**config.mk**
```make
export PLATFORM = sky130hd
export DESIGN_NAME = ppoc_ctl
export DESIGN_NICKNAME = d
export VERILOG_FILES = /design/src/rtl/ppoc_ctl.v
export VERILOG_INCLUDE_DIRS = /design/src /design/src/rtl
export SDC_FILE = /design/constraint.sdc
export NUM_CORES = 1
export LEC_CHECK = 0
export BUFFER_PORTS_ARGS = -buffer_cell sky130_fd_sc_hd__buf_2
export CORE_MARGIN = 8
export CORE_UTILIZATION = 40
export DETAILED_ROUTE_END_ITERATION = 16
export GPL_ROUTABILITY_DRIVEN = 1
export SYNTH_ARGS = -nofsm -noshare
export SYNTH_HDL_FRONTEND = slang
export SYNTH_SLANG_ARGS = --single-unit
```
**constraint.sdc**
```tcl
create_clock -name CLOCK -period 2.86 [get_ports CLOCK]
set_input_delay 0.286 -clock CLOCK [delete_from_list [all_inputs] [get_ports CLOCK]]
set_output_delay 0.286 -clock CLOCK [all_outputs]
set_load 0.02 [all_outputs]
```
**src/rtl/ppoc_map.vh**
```
`ifndef PPOC_MAP_VH
`define PPOC_MAP_VH

// Register indices; the byte address is four times the index.
`define PPOC_LOCK_IDX    14'h30E1
`define PPOC_WIDTH_IDX   14'h30EA
`define PPOC_WINDOW_IDX  14'h30EB
`define PPOC_MODE_IDX    14'h3100
`define PPOC_POWER_IDX   14'h3101
`define PPOC_STATUS_IDX  14'h3102
`define PPOC_MASK_IDX    14'h3103
`define PPOC_LEVEL_IDX   14'h3104

// Reset values.
`define PPOC_LOCK_RST    8'h0A
`define PPOC_WIDTH_RST   4'h5
`define PPOC_WINDOW_RST  8'h14
`define PPOC_MODE_RST    1'b0

// Field position of the ganged-mode bit in the mode register.
`define PPOC_MODE_GANG   0

// AXI responses.
`define PPOC_RESP_OKAY   2'h0
`define PPOC_RESP_SLVERR 2'h2

// Timebase: one millisecond tick at the system clock rate.
`define PPOC_TICK_US     1000
`define PPOC_CLK_MHZ     25
`define PPOC_TICK_CYC    (`PPOC_TICK_US * `PPOC_CLK_MHZ)

`endif

```
**src/rtl/ppoc_ctl.v**
```verilog
// Notes on behaviour
// Individual per-port mode is the reset default.
// One combined power and sense pin per port.
// Power off: drive pin low, pull-up off.
// Power on: release driver, enable pull-up.
// Low pin level means overcurrent.
// Filter sense input against brief transients.
// Sample pin continuously while port enabled.
// Long continuous low flags overcurrent.
// Two low groups within window flag overcurrent.
// Ignore pin during lockout after power-on.
// Minimum width field bits 3:0, default 5.
// Double window eight bits, default 20 ms.
// Lockout eight bits, default 10 ms.
// Software never writes zero window or lockout.
// Poly-fuse wiring uses identical scheme and detection.
// Poly-fuse needs zero power-good descriptor delay.
// Charge enable strap set for intended ports.
// Ganged: shared pin, overcurrent flags all ports.
// Derive one millisecond tick from clock.
`include "ppoc_map.vh"
`default_nettype none

module ppoc_ctl #(
    parameter NPORTS      = 6,
    parameter TICK_CYCLES = `PPOC_TICK_CYC
) (
    // Clock and reset.
    input  wire              CLOCK,
    input  wire              RSTN,
    // AXI4-Lite write address channel.
    input  wire [15:0]       S_AXI_AWADDR,
    input  wire [2:0]        S_AXI_AWPROT,
    input  wire              S_AXI_AWVALID,
    output wire              S_AXI_AWREADY,
    // AXI4-Lite write data channel.
    input  wire [31:0]       S_AXI_WDATA,
    input  wire [3:0]        S_AXI_WSTRB,
    input  wire              S_AXI_WVALID,
    output wire              S_AXI_WREADY,
    // AXI4-Lite write response channel.
    output wire [1:0]        S_AXI_BRESP,
    output wire              S_AXI_BVALID,
    input  wire              S_AXI_BREADY,
    // AXI4-Lite read address channel.
    input  wire [15:0]       S_AXI_ARADDR,
    input  wire [2:0]        S_AXI_ARPROT,
    input  wire              S_AXI_ARVALID,
    output wire              S_AXI_ARREADY,
    // AXI4-Lite read data channel.
    output wire [31:0]       S_AXI_RDATA,
    output wire [1:0]        S_AXI_RRESP,
    output wire              S_AXI_RVALID,
    input  wire              S_AXI_RREADY,
    // Per-port combined power and sense pins.
    input  wire [NPORTS-1:0] PORT_POWER_SENSE_PIN_I,
    output wire [NPORTS-1:0] PORT_POWER_SENSE_PIN_O,
    output wire [NPORTS-1:0] PORT_POWER_SENSE_PIN_OE_N,
    output wire [NPORTS-1:0] PORT_PULLUP_EN,
    // Shared pin used in ganged mode.
    input  wire              SHARED_POWER_PIN_I,
    output wire              SHARED_POWER_PIN_O,
    output wire              SHARED_POWER_PIN_OE_N,
    output wire              SHARED_PULLUP_EN,
    // Interrupt.
    output wire              IRQ
);

    // The last count is worked out at full width and then cut to the 16-bit counter.
    localparam [31:0] TICK_LAST_W = TICK_CYCLES - 1;
    localparam [15:0] TICK_LAST   = TICK_LAST_W[15:0];

    // Configuration and status registers.
    reg [7:0]        lock_reg;     // Lockout time in ms.
    reg [3:0]        width_reg;    // Minimum single-pulse width in ms.
    reg [7:0]        window_reg;   // Double-pulse window in ms.
    reg              gang_reg;     // Ganged mode when set.
    reg [NPORTS-1:0] power_reg;    // Per-port power request.
    reg [NPORTS-1:0] status_reg;   // Sticky overcurrent flags.
    reg [NPORTS-1:0] mask_reg;     // Interrupt enables.
    reg [NPORTS-1:0] status_next;  // Next status value.

    // Bus slave state.
    reg              aw_full_reg;  // Write address held.
    reg [15:0]       aw_addr_reg;  // Held write address.
    reg              w_full_reg;   // Write data held.
    reg [31:0]       w_data_reg;   // Held write data.
    reg [3:0]        w_strb_reg;   // Held byte enables.
    reg              bvalid_reg;   // Write response pending.
    reg [1:0]        bresp_reg;    // Write response code.
    reg              rvalid_reg;   // Read data pending.
    reg [31:0]       rdata_reg;    // Read data.
    reg [1:0]        rresp_reg;    // Read response code.
    reg [31:0]       rd_mux;       // Decoded read value.
    reg              rd_err;       // Read address unmapped.
    reg              wr_err;       // Write address unmapped.

    // Millisecond timebase.
    reg [15:0]       tick_cnt_reg; // Cycle count within a tick.
    wire             tick;         // One-cycle pulse each ms.
    wire [NPORTS-1:0] ev;          // Per-port detection pulses.
    wire [NPORTS-1:0] oc_vec;      // Events after ganged fan-out.

    wire do_wr  = aw_full_reg & w_full_reg & ~bvalid_reg;
    wire do_rd  = S_AXI_ARVALID & ~rvalid_reg;
    wire rd_clr = do_rd & (S_AXI_ARADDR[15:2] == `PPOC_STATUS_IDX);

    // Handshakes are combinational; responses come from flip-flops.
    assign S_AXI_AWREADY = ~aw_full_reg;
    assign S_AXI_WREADY  = ~w_full_reg;
    assign S_AXI_BVALID  = bvalid_reg;
    assign S_AXI_BRESP   = bresp_reg;
    assign S_AXI_ARREADY = ~rvalid_reg;
    assign S_AXI_RVALID  = rvalid_reg;
    assign S_AXI_RDATA   = rdata_reg;
    assign S_AXI_RRESP   = rresp_reg;

    // The tick free-runs so every timer shares one phase.
    assign tick = (tick_cnt_reg == TICK_LAST);

    // Tick counter.
    always @(posedge CLOCK or negedge RSTN)
    begin
        if (!RSTN)
            tick_cnt_reg <= 16'h0000;
        else if (tick)
            tick_cnt_reg <= 16'h0000;
        else
            tick_cnt_reg <= tick_cnt_reg + 16'h0001;
    end

    // Pin drive: low and unpulled when off, released with pull-up when on.
    // In ganged mode the per-port pins stay driven low and the shared pin
    // takes over, so no port is left floating.
    assign PORT_POWER_SENSE_PIN_O    = {NPORTS{1'b0}};
    assign PORT_POWER_SENSE_PIN_OE_N = power_reg & {NPORTS{~gang_reg}};
    assign PORT_PULLUP_EN            = power_reg & {NPORTS{~gang_reg}};
    assign SHARED_POWER_PIN_O        = 1'b0;
    assign SHARED_POWER_PIN_OE_N     = gang_reg & power_reg[0];
    assign SHARED_PULLUP_EN          = gang_reg & power_reg[0];

    // Per-port detector: lockout, single-pulse and double-pulse timers.
    genvar g;
    generate
        for (g = 0; g < NPORTS; g = g + 1)
        begin : port
            reg [7:0] lock_cnt_reg; // Remaining lockout ms.
            reg [3:0] low_cnt_reg;  // Ms spent low, saturating.
            reg [7:0] win_cnt_reg;  // Remaining window ms.
            reg       pwr_d_reg;    // Power state one cycle back.
            reg       prev_hi_reg;  // Previous sample was high.
            wire pwr  = gang_reg ? power_reg[0] : power_reg[g];
            wire pin  = gang_reg ? SHARED_POWER_PIN_I : PORT_POWER_SENSE_PIN_I[g];
            wire rise = pwr & ~pwr_d_reg;
            // Sampling only counts once power is settled and unlocked.
            wire live = pwr & pwr_d_reg & (lock_cnt_reg == 8'h00);
            wire low  = live & ~pin;
            wire fall = low & prev_hi_reg;

            // A low counts only once it lasts the width; a zero width
            // passes the first low sample straight through.
            assign ev[g] = (low & (low_cnt_reg >= width_reg)) |
                           (fall & (win_cnt_reg != 8'h00));

            // Timer updates.
            always @(posedge CLOCK or negedge RSTN)
            begin
                if (!RSTN)
                begin
                    lock_cnt_reg <= 8'h00;
                    low_cnt_reg  <= 4'h0;
                    win_cnt_reg  <= 8'h00;
                    pwr_d_reg    <= 1'b0;
                    prev_hi_reg  <= 1'b1;
                end
                else
                begin
                    pwr_d_reg   <= pwr;
                    prev_hi_reg <= ~low;
                    // A zero lockout would give no masking at all.
                    if (rise)
                        lock_cnt_reg <= lock_reg;
                    else if (!pwr)
                        lock_cnt_reg <= 8'h00;
                    else if (tick && (lock_cnt_reg != 8'h00))
                        lock_cnt_reg <= lock_cnt_reg - 8'h01;
                    // Single-pulse width grows only while low.
                    if (!low)
                        low_cnt_reg <= 4'h0;
                    else if (tick && (low_cnt_reg != 4'hF))
                        low_cnt_reg <= low_cnt_reg + 4'h1;
                    // First group opens the window, a second inside hits.
                    if (!live)
                        win_cnt_reg <= 8'h00;
                    else if (fall && (win_cnt_reg == 8'h00))
                        win_cnt_reg <= window_reg;
                    else if (fall)
                        win_cnt_reg <= 8'h00;
                    else if (tick && (win_cnt_reg != 8'h00))
                        win_cnt_reg <= win_cnt_reg - 8'h01;
                end
            end
        end
    endgenerate

    // Ganged mode spreads any event to every port.
    assign oc_vec = gang_reg ? {NPORTS{|ev}} : ev;

    // A new event wins over a read-clear in the same cycle.
    always @*
    begin
        status_next = status_reg;
        if (rd_clr)
            status_next = {NPORTS{1'b0}};
        status_next = status_next | oc_vec;
    end

    assign IRQ = |(status_reg & mask_reg);

    // Write decode flags unmapped addresses.
    always @*
    begin
        case (aw_addr_reg[15:2])
            `PPOC_LOCK_IDX, `PPOC_WIDTH_IDX, `PPOC_WINDOW_IDX,
            `PPOC_MODE_IDX, `PPOC_POWER_IDX, `PPOC_STATUS_IDX,
            `PPOC_MASK_IDX, `PPOC_LEVEL_IDX:
                wr_err = 1'b0;
            default:
                wr_err = 1'b1;
        endcase
    end

    // Read multiplexer; unused upper bits read as zero.
    always @*
    begin
        rd_mux = 32'h00000000;
        rd_err = 1'b0;
        case (S_AXI_ARADDR[15:2])
            `PPOC_LOCK_IDX:   rd_mux[7:0] = lock_reg;
            `PPOC_WIDTH_IDX:  rd_mux[3:0] = width_reg;
            `PPOC_WINDOW_IDX: rd_mux[7:0] = window_reg;
            `PPOC_MODE_IDX:   rd_mux[`PPOC_MODE_GANG] = gang_reg;
            `PPOC_POWER_IDX:  rd_mux[NPORTS-1:0] = power_reg;
            `PPOC_STATUS_IDX: rd_mux[NPORTS-1:0] = status_reg;
            `PPOC_MASK_IDX:   rd_mux[NPORTS-1:0] = mask_reg;
            `PPOC_LEVEL_IDX:  rd_mux[NPORTS-1:0] = PORT_POWER_SENSE_PIN_I;
            default:          rd_err = 1'b1;
        endcase
    end

    // Bus slave and register file.
    always @(posedge CLOCK or negedge RSTN)
    begin
        if (!RSTN)
        begin
            aw_full_reg <= 1'b0;
            aw_addr_reg <= 16'h0000;
            w_full_reg  <= 1'b0;
            w_data_reg  <= 32'h00000000;
            w_strb_reg  <= 4'h0;
            bvalid_reg  <= 1'b0;
            bresp_reg   <= `PPOC_RESP_OKAY;
            rvalid_reg  <= 1'b0;
            rdata_reg   <= 32'h00000000;
            rresp_reg   <= `PPOC_RESP_OKAY;
            lock_reg    <= `PPOC_LOCK_RST;
            width_reg   <= `PPOC_WIDTH_RST;
            window_reg  <= `PPOC_WINDOW_RST;
            gang_reg    <= `PPOC_MODE_RST;
            power_reg   <= {NPORTS{1'b0}};
            status_reg  <= {NPORTS{1'b0}};
            mask_reg    <= {NPORTS{1'b0}};
        end
        else
        begin
            status_reg <= status_next;
            // Address and data are caught in either order.
            if (S_AXI_AWVALID && !aw_full_reg)
            begin
                aw_full_reg <= 1'b1;
                aw_addr_reg <= S_AXI_AWADDR;
            end
            if (S_AXI_WVALID && !w_full_reg)
            begin
                w_full_reg <= 1'b1;
                w_data_reg <= S_AXI_WDATA;
                w_strb_reg <= S_AXI_WSTRB;
            end
            if (bvalid_reg && S_AXI_BREADY)
                bvalid_reg <= 1'b0;
            // All registers sit in byte lane 0.
            if (do_wr)
            begin
                aw_full_reg <= 1'b0;
                w_full_reg  <= 1'b0;
                bvalid_reg  <= 1'b1;
                bresp_reg   <= wr_err ? `PPOC_RESP_SLVERR : `PPOC_RESP_OKAY;
                if (w_strb_reg[0])
                begin
                    case (aw_addr_reg[15:2])
                        `PPOC_LOCK_IDX:   lock_reg   <= w_data_reg[7:0];
                        `PPOC_WIDTH_IDX:  width_reg  <= w_data_reg[3:0];
                        `PPOC_WINDOW_IDX: window_reg <= w_data_reg[7:0];
                        `PPOC_MODE_IDX:   gang_reg   <= w_data_reg[`PPOC_MODE_GANG];
                        `PPOC_POWER_IDX:  power_reg  <= w_data_reg[NPORTS-1:0];
                        `PPOC_MASK_IDX:   mask_reg   <= w_data_reg[NPORTS-1:0];
                        default:          mask_reg   <= mask_reg;
                    endcase
                end
            end
            // Read data is registered one cycle after the address.
            if (do_rd)
            begin
                rvalid_reg <= 1'b1;
                rdata_reg  <= rd_mux;
                rresp_reg  <= rd_err ? `PPOC_RESP_SLVERR : `PPOC_RESP_OKAY;
            end
            else if (rvalid_reg && S_AXI_RREADY)
                rvalid_reg <= 1'b0;
        end
    end

endmodule // ppoc_ctl

`default_nettype wire

```
==> results.md <==
* Std-Cell Core Area at 32500 um^2
* Drt wl/cell at about 18 um
* Pins Over Slew Limit at 0
* First-pass detailed-route iteration total at 5
* Clock Tree Root: clkbuf_16
* Measured slew at the worst slew-check pin at ~830 ps
* Slew headroom at roughly 45%
* Setup violations, final at 0
* Largest net degree at the start of global routing at 78
* Fmax at 0.390 GHz
* Clk slew on worst S/H paths at ~60 ps
* Post-Syn Instances at 1406
* Utilization after layout at a little under half
* First-pass GRT wire length at approximately 59 mm
* Placer Congestion at between 0.9 and 1
* Vias after detailed routing at between 10000 and 15000
* GR Util met2 at between 20% and 30%
* Crit path top cell by count: buf_4
* Vert. Die Dim at between 150 and 200 um
* Hold Violations, Final at 0
* Vias/cell at roughly 5.5
* Worst hold path class: input port to register
* Critical path's top delay family: compound AO/OA/AOI/OAI gates
* Synthesis-to-finish area growth at 15.9%
* Crit-path slowest cell: dfstp_2
* Final Power at between 7000 and 8000 uW
* Worst path bufs/invs at 2
* Die area at roughly 40000 um^2
* PostCTS Resize Cnt at 0
* Area contributors post-synth: dfrtp_1 40%, ha_1 5.0%, mux2_2 3.9%, nand2_1 3.8%, nor2_1 3.6%
* Post-DP HPWL at 25.7 mm
* Peak supply drop at 553 uV
* Syn Area/Cell at 9.36 um^2
* Clk sinks at between 200 and 250
* Critical Path RT at ~3300 ps
* Flop and latch count out of synthesis at ~220
* Iteration-0 DRC Markers at 750
* Initial Util at just over 40%
* Post-synth EDFFs at 0
* Crit path cell chain: buf_4 > ha_1 > nand2b_1 > a2111oi_0 > buf_4 > o2bb2ai_1 > nand2b_4 > o21ai_1 > a211o_1
* Yosys cell types at 82
* Ant. Diodes at 0
* Top_reg_cell synth: dfrtp_1
* Synth top cells by count: 212 x dfrtp_1, 132 x nand2_1, 125 x nor2_1
* Status: finished, final reports clean
* CP startpoint kind: register
* DIE WIDTH at ~200 um
* Static leakage at around 0.0065 uW
* GRT busiest layer: met2
* RSZ-0062 raised after global routing: false
* Antenna-violating nets left at 0
* GRT Residual Overflow at 0
* Sequential area share after synthesis at between 40% and 50%
* H-tree depth at 1
* Hold_buf cts at 28
* CTS Buffer Depth at 3
* Crit share post-route at between 80 and 90%
* Layout cell share with drive strength beyond 1 at 16.9%
* Initial antenna violation count at 0
* Worst Clk Skew at 25.3 ps
* Ys Warns at 0
* GRT Overall Usage at 18.5%
* Worst setup EP type: register
* Drt total wl at 36.4 mm
* Vias in the first global route at roughly 11000
* Min Tclk post-route at 2570 ps
* Ys async rst share at 100%
* Row count at 66
* CP max stage delay at about 650 ps
* Port bufs at 80
* Data arrival time at the worst-slack endpoint at between 2000 and 3000 ps
* Ports at approximately 150
* Met3 usage at about 3.2%
* Maxcap violations at 0
* Post CTS Setup Buffer Count at 0
* Most frequent cell after synthesis: dfrtp_1
* M1 GR Usage at between 20% and 30%
* Layout net count at between 1500 and 2000
* Worst skew pair latency at 550 ps
* Synthesized area at 13200 um^2
* Critical path type: register to register
* Top cell type's share of synthesized area at between 40% and 50%
* Residual DRC at 0
* Pwr per Cell Area at between 500 and 600 nW/um^2
* Synth area leader: dfrtp_1
* CTS buffer count at 28
* Setup TNS at 0 ps
* Max FO, Critical Path at 6
* CTS tree: done
==> worst min-delay path, delay by kind of cell <==
kind	cells	cell delay [ps]
buf+inv	1	160
compound gates	2	270
==> logic make-up (layout without fill, tap and decap cells) <==
| group | after synthesis | count (layout) | share of synthesized area, % |
|---|---|---|---|
| AND/OR/NAND/NOR | 543 | 543 | 21.7 |
| AO/OA/AOI/OAI | 278 | 278 | 13.6 |
| flip-flops | 224 | 224 | 42.7 |
| buffers and inverters | 164 | 266 | 5.96 |
| multiplexers | 75 | 75 | 6.45 |
| XOR/XNOR | 68 | 68 | 4.52 |
| adder cells (fa/ha/maj) | 53 | 53 | 5.04 |
| other | 1 | 33 | 0.0285 |
==> cell usage in the layout, fill, tap and decap left out, drive strengths merged, types with 38 or more instances in the layout <==
cell type  instances
clkbuf            38
nand3             74
mux2              61
nor3              43
nand2            132
dfrtp            212
inv               62
o21ai             67
nor2             126
buf              123
a21oi             65
ha                53
==> stage by stage <==
step	setup slack (ps)	hold slack (ps)	cells	instance area, um^2
finish	293	194	1982	15300
global route	131	225	1982	15300
CTS	282	170	1982	15300
detailed placement	300	323	1902	14100
global placement	323	331	1902	14100
floorplan	623	-9.59	1438	13300
==> area by class of cell <==
class | instances | area, um^2
Fill cell | 3116 | 17200
Multi-Input combinational cell | 1050 | 6890
Sequential cell | 224 | 5620
Timing Repair Buffer | 151 | 1040
Clock buffer | 38 | 778
Tap cell | 442 | 553
Inverter | 63 | 236
Clock inverter | 14 | 145
==> power breakdown <==
part | total, uW | internal, uW | switching (uW)
Combinational | 706 | 326 | 380
Sequential | 3630 | 3380 | 246
Clock | 3510 | 2090 | 1420
==> per-layer routing <==
metal | part of all wire (%) | vias up
met5 | 0 | -
met1 | 46 | 5400
met4 | 2.5 | 0
met3 | 5.9 | 61
met2 | 45 | 291
li1 | - | 5221
==> final timing paths <==
check                                     start             endpoint  slack (ps)  depth (start not counted)
worst max-delay path               width_reg[0]        status_reg[0]         290                          9
worst min-delay path            S_AXI_ARADDR[5]       S_AXI_RRESP[1]         190                          3
worst max register to register     width_reg[0]        status_reg[0]         290                          9
worst min register to register  tick_cnt_reg[0]      tick_cnt_reg[0]         460                          1
max in group asynchronous                  RSTN  port[5].prev_hi_reg        1690                          3
min in group asynchronous                  RSTN      tick_cnt_reg[6]         310                          2
(Power assumes the default switching activity.)
